[src/rtl/osd_defs.vh]
`ifndef OSD_DEFS_VH
`define OSD_DEFS_VH

`define OSD_CLK_PERIOD_PS 25000
`define OSD_BLANK_TIME_NS 90000
`define OSD_RETRY_TIME_NS 11000000
`define OSD_BLANK_CYCLES ((`OSD_BLANK_TIME_NS * 1000 + `OSD_CLK_PERIOD_PS - 1) / `OSD_CLK_PERIOD_PS)
`define OSD_RETRY_CYCLES (`OSD_RETRY_TIME_NS / (`OSD_CLK_PERIOD_PS / 1000))
`define OSD_CRC_POLY 7'h37
`define OSD_CRC_INIT 7'h7f
`define OSD_SHORT_BITS 5'h08
`define OSD_LONG_BITS 5'h10
`define OSD_CHECK_BITS 5'h08
`define OSD_SHIFT_BITS 5'h18
`define OSD_MODE_RST 8'h00
`define OSD_DRIVE_RST 8'h00
`define OSD_OLD_RST 8'h00

`endif

[src/rtl/osd_pp_guard.v]
`timescale 1ns/10ps
// Push-pull overload guard for one channel: blanking, then retry periods
module osd_pp_guard #(
    parameter BLANK_CYCLES = 3600,
    parameter RETRY_CYCLES = 440000
) (
    input wire ref_clk,
    input wire rst_n,
    input wire pp_active,
    input wire mismatch,
    output reg fault_r
);
    localparam ST_RUN = 2'h0;
    localparam ST_BLANK = 2'h1;
    localparam ST_RETRY = 2'h2;

    reg [1:0] state_r;
    reg [31:0] cnt_r;

    always @(posedge ref_clk) begin
        if (!rst_n) begin
            state_r <= ST_RUN;
            cnt_r <= 32'h0;
            fault_r <= 1'b0;
        end else begin
            case (state_r)
                ST_RUN: begin
                    cnt_r <= 32'h0;
                    if (pp_active && mismatch)
                        state_r <= ST_BLANK;
                end
                ST_BLANK: begin
                    if (!pp_active || !mismatch) begin
                        state_r <= ST_RUN;
                    end else if (cnt_r >= BLANK_CYCLES - 1) begin
                        state_r <= ST_RETRY;
                        cnt_r <= 32'h0;
                        fault_r <= 1'b1;
                    end else begin
                        cnt_r <= cnt_r + 32'h1;
                    end
                end
                ST_RETRY: begin
                    if (!pp_active) begin
                        state_r <= ST_RUN;
                        fault_r <= 1'b0;
                    end else if (cnt_r >= RETRY_CYCLES - 1) begin
                        cnt_r <= 32'h0;
                        // With push-pull still on, cleared only at period end and only if gone
                        if (!mismatch) begin
                            state_r <= ST_RUN;
                            fault_r <= 1'b0;
                        end
                    end else begin
                        cnt_r <= cnt_r + 32'h1;
                    end
                end
                default: begin
                    state_r <= ST_RUN;
                    fault_r <= 1'b0;
                end
            endcase
        end
    end
endmodule

[src/rtl/osd_serial_port.v]
`timescale 1ns/10ps
`include "osd_defs.vh"
module osd_serial_port #(
    parameter CHANNELS = 8,
    parameter BLANK_CYCLES = `OSD_BLANK_CYCLES,
    parameter RETRY_CYCLES = `OSD_RETRY_CYCLES
) (
    input wire ref_clk,
    input wire rst_n,
    input wire spi_sclk,
    input wire spi_cs_n,
    input wire spi_sdi,
    output reg spi_sdo_r,
    output wire spi_sdo_oe,
    input wire serial_select,
    input wire long_frame_select,
    input wire config_frame_select,
    input wire check_enable_pin,
    input wire openload_force_pin,
    input wire pushpull_force_pin,
    input wire [7:0] parallel_in,
    input wire [7:0] thermal_sd,
    input wire [7:0] out_above_thr,
    input wire uvlo,
    output reg check_error_out,
    output reg fault_n,
    output reg [7:0] drive_on_r,
    output reg [7:0] pp_mode_r,
    output reg [7:0] openload_en_r
);
    // Every pin but rst_n passes two flops before use
    reg [5:0] sync1_r;
    reg [5:0] sync2_r;
    reg sclk_d_r;
    reg cs_d_r;
    wire sclk_s = sync2_r[0];
    wire cs_s = sync2_r[1];
    wire sdi_s = sync2_r[2];
    wire sel_s = sync2_r[3];
    wire long_s = sync2_r[4];
    wire cfg_s = sync2_r[5];
    reg [3:0] pin_sync1_r;
    reg [3:0] pin_sync2_r;
    reg [7:0] par_sync1_r;
    reg [7:0] par_sync2_r;
    reg [7:0] ts_sync1_r;
    reg [7:0] ts_sync2_r;
    reg [7:0] thr_sync1_r;
    reg [7:0] thr_sync2_r;
    wire chk_s = pin_sync2_r[0];
    wire olf_s = pin_sync2_r[1];
    wire ppf_s = pin_sync2_r[2];
    wire uvlo_s = pin_sync2_r[3];

    always @(posedge ref_clk) begin
        if (!rst_n) begin
            sync1_r <= 6'h02;
            sync2_r <= 6'h02;
            sclk_d_r <= 1'b0;
            cs_d_r <= 1'b1;
            pin_sync1_r <= 4'h0;
            pin_sync2_r <= 4'h0;
            par_sync1_r <= 8'h00;
            par_sync2_r <= 8'h00;
            ts_sync1_r <= 8'h00;
            ts_sync2_r <= 8'h00;
            thr_sync1_r <= 8'h00;
            thr_sync2_r <= 8'h00;
        end else begin
            sync1_r <= {config_frame_select, long_frame_select, serial_select,
                        spi_sdi, spi_cs_n, spi_sclk};
            sync2_r <= sync1_r;
            sclk_d_r <= sclk_s;
            cs_d_r <= cs_s;
            pin_sync1_r <= {uvlo, pushpull_force_pin, openload_force_pin, check_enable_pin};
            pin_sync2_r <= pin_sync1_r;
            par_sync1_r <= parallel_in;
            par_sync2_r <= par_sync1_r;
            ts_sync1_r <= thermal_sd;
            ts_sync2_r <= ts_sync1_r;
            thr_sync1_r <= out_above_thr;
            thr_sync2_r <= thr_sync1_r;
        end
    end

    // Clock idles low; rise samples, fall shifts out
    wire sclk_rise = sclk_s && !sclk_d_r && !cs_s;
    wire sclk_fall = !sclk_s && sclk_d_r && !cs_s;
    wire cs_fall = !cs_s && cs_d_r;
    wire cs_rise = cs_s && !cs_d_r;

    // Effective channel configuration
    reg [7:0] mode_cfg_r;
    reg [7:0] ol_cfg_r;
    wire [7:0] pp_eff = ppf_s ? 8'hff : mode_cfg_r;
    wire [7:0] ol_eff = ((sel_s && olf_s) ? 8'hff : ol_cfg_r) & ~pp_eff;
    wire [7:0] drive_eff;
    reg [7:0] drive_ser_r;
    assign drive_eff = sel_s ? drive_ser_r : par_sync2_r;

    // Open-load only when high-side, off and above threshold
    wire [7:0] openload = ol_eff & ~drive_eff & thr_sync2_r;
    wire [7:0] pp_mismatch = pp_eff & (drive_eff ^ thr_sync2_r);
    wire [7:0] pp_fault;

    genvar gi;
    generate
        for (gi = 0; gi < CHANNELS; gi = gi + 1) begin : g_ch
            osd_pp_guard #(
                .BLANK_CYCLES(BLANK_CYCLES),
                .RETRY_CYCLES(RETRY_CYCLES)
            ) u_guard (
                .ref_clk(ref_clk),
                .rst_n(rst_n),
                .pp_active(pp_eff[gi]),
                .mismatch(pp_mismatch[gi]),
                .fault_r(pp_fault[gi])
            );
        end
    endgenerate

    wire [7:0] ch_fault = ts_sync2_r | openload | (pp_fault & pp_eff);

    always @(posedge ref_clk) begin
        if (!rst_n) begin
            fault_n <= 1'b1;
            drive_on_r <= `OSD_DRIVE_RST;
            pp_mode_r <= `OSD_MODE_RST;
            openload_en_r <= `OSD_OLD_RST;
        end else begin
            fault_n <= ~(|ch_fault);
            drive_on_r <= drive_eff & ~(pp_fault & pp_eff);
            pp_mode_r <= pp_eff;
            openload_en_r <= ol_eff;
        end
    end

    // CRC step over one bit, MSB-first feedback
    function [6:0] crc_step;
        input [6:0] crc;
        input din;
        reg fb;
        begin
            fb = crc[6] ^ din;
            crc_step = {crc[5:0], 1'b0} ^ (fb ? `OSD_CRC_POLY : 7'h00);
        end
    endfunction

    // Frame state
    reg [23:0] tx_r;
    reg [23:0] rx_r;
    reg [4:0] frame_len_r;
    reg err_echo_r;
    reg active_r;
    reg frame_long_r;
    reg frame_chk_r;
    reg frame_cfg_r;

    wire [4:0] data_bits = long_s ? `OSD_LONG_BITS : `OSD_SHORT_BITS;
    wire use_chk = sel_s && chk_s;
    // Pairs are fault then level, channel eight first
    wire [15:0] pair_word = {ch_fault[7], thr_sync2_r[7] & ~ch_fault[7],
                             ch_fault[6], thr_sync2_r[6] & ~ch_fault[6],
                             ch_fault[5], thr_sync2_r[5] & ~ch_fault[5],
                             ch_fault[4], thr_sync2_r[4] & ~ch_fault[4],
                             ch_fault[3], thr_sync2_r[3] & ~ch_fault[3],
                             ch_fault[2], thr_sync2_r[2] & ~ch_fault[2],
                             ch_fault[1], thr_sync2_r[1] & ~ch_fault[1],
                             ch_fault[0], thr_sync2_r[0] & ~ch_fault[0]};
    wire [15:0] status16 = uvlo_s ? 16'hffff : pair_word;
    wire [7:0] status8 = uvlo_s ? 8'hff : ch_fault;

    // Outgoing check over status and the error echo bit
    reg [6:0] out_crc;
    integer k;
    always @* begin
        out_crc = `OSD_CRC_INIT;
        for (k = 15; k >= 0; k = k - 1) begin
            if (long_s || k < 8)
                out_crc = crc_step(out_crc, long_s ? status16[k] : status8[k]);
        end
        out_crc = crc_step(out_crc, err_echo_r);
    end

    // Incoming check over data bits and the leading one
    reg [6:0] in_crc;
    integer m;
    always @* begin
        in_crc = `OSD_CRC_INIT;
        for (m = 23; m >= 8; m = m - 1) begin
            if (frame_long_r || m < 16)
                in_crc = crc_step(in_crc, rx_r[m]);
        end
        in_crc = crc_step(in_crc, rx_r[7]);
    end
    wire check_ok = (rx_r[7] == 1'b1) && (in_crc == rx_r[6:0]);

    // Own bits leave first, then what came in, so a chained part sees it next
    reg [23:0] tx_shift;
    always @* begin
        tx_shift = {tx_r[22:0], 1'b0};
        tx_shift[`OSD_SHIFT_BITS - frame_len_r] = rx_r[0];
    end

    assign spi_sdo_oe = active_r;

    always @(posedge ref_clk) begin
        if (!rst_n) begin
            tx_r <= 24'h0;
            rx_r <= 24'h0;
            frame_len_r <= `OSD_SHORT_BITS;
            err_echo_r <= 1'b0;
            active_r <= 1'b0;
            frame_long_r <= 1'b0;
            frame_chk_r <= 1'b0;
            frame_cfg_r <= 1'b0;
            spi_sdo_r <= 1'b0;
            check_error_out <= 1'b0;
            mode_cfg_r <= `OSD_MODE_RST;
            ol_cfg_r <= `OSD_OLD_RST;
            drive_ser_r <= `OSD_DRIVE_RST;
        end else begin
            if (cs_fall) begin
                // Snapshot status, MSB first, check byte last
                active_r <= 1'b1;
                frame_long_r <= long_s;
                frame_chk_r <= use_chk;
                frame_cfg_r <= cfg_s;
                frame_len_r <= data_bits + (use_chk ? `OSD_CHECK_BITS : 5'h00);
                if (long_s) begin
                    tx_r <= {status16, err_echo_r, out_crc};
                    spi_sdo_r <= status16[15];
                end else begin
                    tx_r <= {status8, err_echo_r, out_crc, 8'h00};
                    spi_sdo_r <= status8[7];
                end
            end else if (sclk_rise && active_r) begin
                rx_r <= {rx_r[22:0], sdi_s};
            end else if (sclk_fall && active_r) begin
                // Shifted-in bits trail out, so devices chain
                tx_r <= tx_shift;
                spi_sdo_r <= tx_r[22];
            end else if (cs_rise && active_r) begin
                active_r <= 1'b0;
                spi_sdo_r <= 1'b0;
                if (!frame_chk_r || check_ok) begin
                    if (frame_chk_r)
                        check_error_out <= 1'b0;
                    err_echo_r <= 1'b0;
                    // Latch on chip select rise
                    if (!frame_chk_r) begin
                        if (frame_long_r && frame_cfg_r) begin
                            ol_cfg_r <= {rx_r[15], rx_r[13], rx_r[11], rx_r[9],
                                         rx_r[7], rx_r[5], rx_r[3], rx_r[1]};
                            mode_cfg_r <= {rx_r[14], rx_r[12], rx_r[10], rx_r[8],
                                           rx_r[6], rx_r[4], rx_r[2], rx_r[0]};
                        end else if (frame_long_r && sel_s) begin
                            drive_ser_r <= rx_r[15:8];
                            mode_cfg_r <= rx_r[7:0];
                        end else if (frame_cfg_r && sel_s) begin
                            mode_cfg_r <= rx_r[7:0];
                        end else if (sel_s) begin
                            drive_ser_r <= rx_r[7:0];
                        end
                    end else begin
                        if (frame_long_r && frame_cfg_r) begin
                            ol_cfg_r <= {rx_r[23], rx_r[21], rx_r[19], rx_r[17],
                                         rx_r[15], rx_r[13], rx_r[11], rx_r[9]};
                            mode_cfg_r <= {rx_r[22], rx_r[20], rx_r[18], rx_r[16],
                                           rx_r[14], rx_r[12], rx_r[10], rx_r[8]};
                        end else if (frame_long_r) begin
                            drive_ser_r <= rx_r[23:16];
                            mode_cfg_r <= rx_r[15:8];
                        end else if (frame_cfg_r) begin
                            mode_cfg_r <= rx_r[15:8];
                        end else begin
                            drive_ser_r <= rx_r[15:8];
                        end
                    end
                end else begin
                    // Frame dropped; settings stay as they were
                    check_error_out <= 1'b1;
                    err_echo_r <= 1'b1;
                end
            end
        end
    end
endmodule

[config.mk]
export PLATFORM = sky130hd
export DESIGN_NAME = osd_serial_port
export DESIGN_NICKNAME = d
export VERILOG_FILES = /design/src/rtl/osd_pp_guard.v /design/src/rtl/osd_serial_port.v
export VERILOG_INCLUDE_DIRS = /design/src /design/src/rtl
export SDC_FILE = /design/constraint.sdc
export NUM_CORES = 1
export LEC_CHECK = 0
export BUFFER_PORTS_ARGS = -buffer_cell sky130_fd_sc_hd__buf_4
export CAP_MARGIN = 20
export CELL_PAD_IN_SITES_DETAIL_PLACEMENT = 0
export CELL_PAD_IN_SITES_GLOBAL_PLACEMENT = 1
export CORE_ASPECT_RATIO = 0.9
export CORE_MARGIN = 5
export CORE_UTILIZATION = 35
export DETAILED_ROUTE_END_ITERATION = 10
export PLACE_DENSITY_LB_ADDON = 0.1
export SLEW_MARGIN = 10
export SYNTH_ARGS = -nofsm -noshare
export SYNTH_HDL_FRONTEND = slang
export SYNTH_SLANG_ARGS = --single-unit
[constraint.sdc]
create_clock -name ref_clk -period 4.1 [get_ports ref_clk]
set_clock_uncertainty 0.15 [all_clocks]
set_input_delay 0.82 -clock ref_clk [delete_from_list [all_inputs] [get_ports ref_clk]]
set_output_delay 0.82 -clock ref_clk [all_outputs]
set_load 0.005 [all_outputs]
======== After elaboration in Yosys (flattened, before gate mapping) ========
Index checks and enable logic that the tools add are counted.
storage, ports and cells
  flip-flop bits (word level) ............. 458
  bits in latches ......................... 0
  RAM bits ................................ 0
  ROM bits ................................ 0
  input bits .............................. 36
  output and inout bits ................... 28
  word-level logic and storage cells ...... 629
  memories ................................ 0
cells by class
  add/subtract/negate cells ............... 10
  $mul .................................... 0
  divide/modulo/power cells ............... 0
  magnitude comparators ................... 18
  equal/unequal tests ..................... 79
  shift-type cells ........................ 0
  muxes and demuxes ....................... 253
  bitwise logic cells ..................... 107
  reduce and logical (&&, ||, !) cells .... 109
operators by type and width
  cell                                                    number
  2-to-1 mux 32 bit                                       32
  one-hot mux 32 bit (3 select lines)                     8
  adder 32 x 1 -> 32 bit (second input constant)          8
  >= comparator 32 x 12 -> 1 bit (second input constant)  8
  >= comparator 32 x 19 -> 1 bit (second input constant)  8
  XOR 7 x 6 -> 7 bit                                      32
  2-to-1 mux 6 bit                                        34
  2-to-1 mux 8 bit                                        22
  2-to-1 mux 7 bit                                        16
  2-to-1 mux 2 bit                                        48
  2-to-1 mux 23 bit                                       4
  2-to-1 mux 1 bit                                        68
  bitwise AND 8 bit                                       6
  one-hot mux 2 bit (3 select lines)                      8
  AND reduction 5 bit                                     9
  != test 2 bit (second input constant)                   19
  AND reduction 4 bit                                     9
  != test 2 x 1 -> 1 bit (second input constant)          16
  XOR 1 bit                                               32
  != test 3 bit (second input constant)                   10
  nonzero test 3 bit                                      10
  AND reduction 3 bit                                     9
  bitwise mux 24 bit                                      1
  logical AND 1 bit                                       24
  other kinds (31)                                        135

======== Longest topological paths before layout ========
  word-level depth ........................ 71
  depth in mapped cells ................... 15
  depth with buffers taken out ............ 13

======== By module ========
Synthesis repeated with hierarchy kept, for this count alone.
second synthesis, totals
  cell total of the unflattened synthesis .. 2729
  area total of the unflattened synthesis .. 23467.5 um^2
modules (own cells, without submodules)
  module                              instances  cells an instance  area each (um^2)  seq. area each (um^2)
  osd_pp_guard (g_ch[0].u_guard ...)  7          225                1894.3            700.7
  osd_serial_port                     1          948                8438.1            3503.4
  osd_pp_guard (g_ch[7].u_guard)      1          206                1769.2            700.7

======== Worst setup path before layout ========
Ideal clock, no wire load.
  path kind ............................... flip-flop to flip-flop
  start point ............................. register sync2_r[3]
  end point ............................... register tx_r[9]
  setup time .............................. 0.136 ns
  arrival time ............................ 3.515 ns
  setup slack ............................. 0.299 ns
  cell stages (with the launch flop) ...... 15
  path buffers ............................ 2
  path through ............................ dfxtp_1 -> buf_2 -> buf_4 -> mux2_2 -> or4b_1 -> a211oi_1 -> nor4_1 -> nand3b_1 -> a2bb2oi_1 -> xor2_1 -> mux2i_1 -> a21o_1 -> xnor3_1 -> xnor2_1 -> a31oi_1
on the way
  cells in the longest elaborated chain, start to end .. 53
  elaborated cells on any way between the ends .. 103
  those cells by class .................... mux: 47; bitwise: 55; reduce/logical: 1
ends and longest elaborated chain
  element                             line                   RTL
  start: declaration                  osd_serial_port.v:33   reg [5:0] sync2_r;
  start signal: assignment            osd_serial_port.v:72   sync2_r <= sync1_r;
  logical AND 1 bit                   osd_serial_port.v:96   wire [7:0] ol_eff = ((sel_s && olf_s) ? 8'hff : ol_cfg_r) & ~pp_eff;
  2-to-1 mux 8 bit                    osd_serial_port.v:96
  bitwise AND 8 bit                   osd_serial_port.v:96
  bitwise AND 8 bit (*) (2 in a row)  osd_serial_port.v:102  wire [7:0] openload = ol_eff & ~drive_eff & thr_sync2_r;
  OR 8 bit (*) (2 in a row)           osd_serial_port.v:122  wire [7:0] ch_fault = ts_sync2_r | openload | (pp_fault & pp_eff);
  2-to-1 mux 16 bit                   osd_serial_port.v:170  wire [15:0] status16 = uvlo_s ? 16'hffff : pair_word;
  2-to-1 mux 1 bit                    osd_serial_port.v:180  out_crc = crc_step(out_crc, long_s ? status16[k] : status8[k]);
  2-to-1 mux 6 bit                    osd_serial_port.v:145  crc_step = {crc[5:0], 1'b0} ^ (fb ? `OSD_CRC_POLY : 7'h00);
  [... 34 more ...]                   n/a
  XOR 1 bit                           osd_serial_port.v:144  fb = crc[6] ^ din;
  2-to-1 mux 6 bit                    osd_serial_port.v:145
  XOR 7 x 6 -> 7 bit (2 in a row)     osd_serial_port.v:145
  XOR 1 bit                           osd_serial_port.v:144
  2-to-1 mux 6 bit                    osd_serial_port.v:145
  XOR 7 x 6 -> 7 bit                  osd_serial_port.v:145
  2-to-1 mux 23 bit (*)               osd_serial_port.v:230  if (long_s) begin
  2-to-1 mux 23 bit (*)               osd_serial_port.v:223  if (cs_fall) begin
  end signal: assignment              osd_serial_port.v:231  tx_r <= {status16, err_echo_r, out_crc};
  end signal: assignment              osd_serial_port.v:234  tx_r <= {status8, err_echo_r, out_crc, 8'h00};
  end signal: assignment              osd_serial_port.v:241  tx_r <= tx_shift;
  end: declaration                    osd_serial_port.v:150  reg [23:0] tx_r;
Mark *: on every way between the ends. The rest lies on a longest branch, timed or not. The select of a mux whose other input is x is not followed.
A chain may end at the register's enable or synchronous reset.

======== Final worst setup path ========
  start point ............................. register rx_r[17]
  end point ............................... register mode_cfg_r[6]
on the way
  cells in the longest elaborated chain, start to end .. 29
  elaborated cells on any way between the ends .. 37
  those cells by class .................... eq/ne: 1; mux: 12; bitwise: 21; reduce/logical: 3
ends and longest elaborated chain
  element                              line                   RTL
  start: declaration                   osd_serial_port.v:151  reg [23:0] rx_r;
  start signal: assignment             osd_serial_port.v:238  rx_r <= {rx_r[22:0], sdi_s};
  XOR 1 bit (*)                        osd_serial_port.v:144
  2-to-1 mux 6 bit (*)                 osd_serial_port.v:145
  XOR 7 x 6 -> 7 bit (*)               osd_serial_port.v:145
  2-to-1 mux 7 bit (*)                 osd_serial_port.v:191  if (frame_long_r || m < 16)
  XOR 7 x 6 -> 7 bit                   osd_serial_port.v:145
  2-to-1 mux 7 bit (*)                 osd_serial_port.v:191
  XOR 1 bit                            osd_serial_port.v:144
  2-to-1 mux 6 bit                     osd_serial_port.v:145
  [... 12 more ...]                    n/a
  XOR 7 x 6 -> 7 bit (*) (2 in a row)  osd_serial_port.v:145
  XOR 1 bit                            osd_serial_port.v:144
  2-to-1 mux 6 bit                     osd_serial_port.v:145
  XOR 7 x 6 -> 7 bit (*)               osd_serial_port.v:145
  equality test 7 bit (*)              osd_serial_port.v:196  wire check_ok = (rx_r[7] == 1'b1) && (in_crc == rx_r[6:0]);
  logical AND 1 bit (*)                osd_serial_port.v:196
  logical OR 1 bit (*)                 osd_serial_port.v:246  if (!frame_chk_r || check_ok) begin
  AND reduction 7 bit (no line) (*)    n/a
  end signal: assignment               osd_serial_port.v:255  mode_cfg_r <= {rx_r[14], rx_r[12], rx_r[10], rx_r[8],
  end signal: assignment               osd_serial_port.v:259  mode_cfg_r <= rx_r[7:0];
  end signal: assignment               osd_serial_port.v:261  mode_cfg_r <= rx_r[7:0];
  end: declaration                     osd_serial_port.v:93   reg [7:0] mode_cfg_r;
Mark *: on every way between the ends. The rest lies on a longest branch, timed or not.

==> run_results.csv <==
group,metric,value,unit
power_and_ir_drop,leakagePower,9.41,nW
synthesis,ys_seq_elements,455,
placed_design,place_area,23700,sq um
global_route,grt.overflow.total,0,
routing,dr.pass1.iters,5,
synthesis,ys_async_sr_fraction,0,%
placed_design,place.gp.congestion,0.839,
setup_path,crit_path_cell_trace,"xnor3_1, xnor2_1, and2_2, xnor3_1, or2_1, mux2_2, or3_1, a222oi_1, buf_4, nor2_1, nor4_2, buf_4, mux2i_1, nor2_1",
synthesis,yosys.area.top_type,"dfxtp_1",
routing,drc,0,
global_route,grt_pass1_vias,17513,
final_layout,stdcell_area,25600,sq um
final_layout,fin_util,41.0,%
sta,slew_violations,0,
routing,dr.first_iter.drc_count,1256,
placed_design,place_hpwl,42200,microns
cts,cts_max_level,2,
sta,finalSetupViolCount,0,
cts,clock-root-buffer,"clkbuf_16",
cts,clock_latency,0.62,ns
power_and_ir_drop,ir_drop,0.355,mV
routing,routed_wl,59600,microns
cts,cts_made_buffers,52,
sta,final.period_utilization,94.4,%
min_path,hold_path_class,"input pin to register",
setup_path,timing.rr.start,"rx_r[17]$_SDFFE_PN0P_",
setup_path,crit_path_top_delay_cell,"xnor3_1",
sta,fmax,258,MHz
placed_design,post-place-ws,0.0473,ns
sta,relSlewSlack,31.2,%
global_route,antenna_found_initial,0,
min_path,hold_end,"sync1_r[2]$_SDFF_PN0_",
global_route,grt_max_degree,75,
setup_path,cp-start-kind,"register",
synthesis,seq_area_frac_synth,41.5,%
power_and_ir_drop,cellPowerDensity,406,nW/um^2
sta,fin_setup_tns,0,ns
placed_design,port-buffer-count,63,
cts,clock_sinks,455,
routing,vias,18315,
setup_path,criticalPathCategory,"register to register",
min_path,min_path_cells,2,
cts,tritoncts,"done",
global_route,grt_use_total,17.2,%
synthesis,synthCells,2594,
setup_path,cp.buffers_inverters,2,
routing,antenna_left,0,
sta,hold_viol,0,
floorplanning,die_x,274,microns
synthesis,synth_warnings,0,
synthesis,yosysTopAreaCellShare,41.5,%
synthesis,syn_area,22000,sq um
setup_path,cp_data_required_time,4.45,ns
sta,hold-worst-slack,0.258,ns
sta,postLayoutSetupSlackWorst,0.231,ns
synthesis,ys.flop_type,"dfxtp_1",
synthesis,yosysMostFrequentCell,"dfxtp_1",
floorplanning,dieHeight,248,microns
setup_path,crit_family,"simple AND/OR/NAND/NOR gates",
status,status,"finished clean",
floorplanning,start_util,35.2,%
routing,viasPerCell,5.15,
synthesis,synth.area.top_cells,"dfxtp_1 (41%), nor2_1 (6.0%), xnor2_1 (4.3%)",
synthesis,avgSynthCellArea,8.47,sq um
synthesis,synth_fp_nets,2665,
floorplanning,dieArea,67900,sq um
setup_path,cp.arrival,4.22,ns
sta,period_needed,3.87,ns
routing,routedWlPerCell,16.8,microns
setup_path,startpoint,"rx_r[17]$_SDFFE_PN0P_",
run,drv_cap,0,
floorplanning,top_level_ports,64,
floorplanning,num_rows,87,
setup_path,timing.rr.end,"mode_cfg_r[6]$_SDFFE_PN0P_",
setup_path,r2r_slack,0.23,ns
setup_path,crit_path_end_kind,"register",
final_layout,antenna_cells,0,
cts,cts_buffer_depth,3,
setup_path,cp_slowest_stage_delay,0.45,ns
final_layout,drive_gt1_share,11.2,%
synthesis,synth_edf_count,0,
final_layout,syn_to_final_growth,16.5,%
floorplanning,design.core.area,62500,sq um
final_layout,nets,2739,
setup_path,reg2regPathDepth,14,
synthesis,yosys-top-cells-count,"dfxtp_1 (455), nor2_1 (349), nand2_1 (239)",
setup_path,crit_fanout,9,
sta,worst_slew_pin_slew,1.03,ns
global_route,grt_pass1_wl,96000,microns
min_path,hp-start,"spi_sdi",
cts,clkTransAtPathRegs,0.07,ns
synthesis,synth_cell_types,80,
-- repair_timing --
action | CTS | global route
hold buffers | 0 | 0
setup endpoints to repair | 0 | 30
setup buffers | 0 | 2
endpoints found under the hold margin | 0 | 0
resized for setup | 0 | 6
-- layout by cell type, fill, tap and decap left out, types with 13 or more instances in the layout --
| master | netlist | final |
|---|---|---|
| nand3_1 | 90 | 90 |
| buf_4 | 4 | 152 |
| or3_1 | 18 | 18 |
| a31oi_1 | 29 | 29 |
| clkinv_2 | 0 | 13 |
| a21o_1 | 13 | 13 |
| nor2b_1 | 19 | 18 |
| a311oi_1 | 17 | 17 |
| nor2_1 | 349 | 349 |
| inv_1 | 51 | 50 |
| a31o_2 | 13 | 13 |
| nand4_1 | 38 | 38 |
| and3_1 | 107 | 107 |
| and2_1 | 101 | 101 |
| or4_1 | 20 | 20 |
| clkbuf_16 | 0 | 52 |
| ha_1 | 35 | 35 |
| xor2_1 | 94 | 94 |
| a211oi_1 | 26 | 26 |
| mux2i_1 | 62 | 62 |
| a21oi_1 | 169 | 168 |
| nand2_1 | 239 | 239 |
| xnor2_1 | 109 | 108 |
| o21ai_0 | 70 | 70 |
| dfxtp_1 | 455 | 453 |
| xnor3_1 | 13 | 13 |
| nor4_1 | 45 | 45 |
| nor3_1 | 64 | 64 |
-- stage by stage --
step,power (mW),instances
floorplan,5.22,2594
global placement,5.53,3457
detailed placement,5.53,3457
CTS,10.6,3554
global route,10.8,3556
finish,10.4,3556
-- area by class of cell --
type / instances / area (sq um)
sequential: 455 / 9110
multi-input combinational: 1950 / 12100
clock buffer: 72 / 1500
tap: 845 / 1060
fill: 6304 / 36900
inverter: 52 / 200
timing repair buffer: 157 / 1240
clock inverter: 25 / 337
-- worst reg2reg max path, cell delays in order (launching register included) --
cell,delay [ns]
dfxtp_1,0.35
xnor3_1,0.45
xnor2_1,0.14
and2_2,0.21
xnor3_1,0.34
or2_1,0.23
mux2_2,0.25
or3_1,0.32
a222oi_1,0.33
buf_4,0.18
nor2_1,0.08
nor4_2,0.24
buf_4,0.23
mux2i_1,0.21
nor2_1,0.05
-- kinds of logic after synthesis --
logic type | share of synthesized area [%]
compound gates | 13.4
xor+xnor | 9.68
fa+ha+maj | 1.99
buf+inv | 3.37
flops | 41.5
mux | 3.85
simple gates | 26.2
-- state kept, by name, summed over array words and instances, names as in the netlist, 8 cells and up --
name and count:
tx_r 23, ol_cfg_r 8, ts_sync1_r 8, mode_cfg_r 8
drive_on_r 8, drive_ser_r 8, ts_sync2_r 8, par_sync2_r 8
rx_r 24, openload_en_r 8, g_ch.u_guard.state_r 16, thr_sync1_r 8
pp_mode_r 8, g_ch.u_guard.fault_r 8, g_ch.u_guard.cnt_r 256, thr_sync2_r 8
par_sync1_r 8
-- how the worst max path moves through the flow --
stage          cells past startpoint  slack [ns]                    endpoint
2_1_floorplan                     14        0.30        tx_r[9]$_SDFFE_PN0P_
3_3_place_gp                      13        0.09  mode_cfg_r[1]$_SDFFE_PN0P_
3_5_place_dp                      13        0.05  mode_cfg_r[7]$_SDFFE_PN0P_
4_1_cts                           13        0.02  mode_cfg_r[7]$_SDFFE_PN0P_
5_1_grt                           14      -0.005  mode_cfg_r[6]$_SDFFE_PN0P_
6_report                          14        0.23  mode_cfg_r[6]$_SDFFE_PN0P_
-- power by group --
| group | internal (mW) | leakage, nW | switching (mW) |
|---|---|---|---|
| Sequential | 4.49 | 3.68 | 0.0460 |
| Clock | 3.00 | 0.912 | 1.96 |
| Combinational | 0.367 | 4.81 | 0.543 |
-- metal layers --
metal,routed length (microns),track usage [%],vias up
met2,26200,27.2,294
met1,30100,24.8,8676
met5,0,0,-
li1,-,-,9267
met3,2030,2.32,78
met4,1230,4.36,0
(Power assumes the default switching activity.)
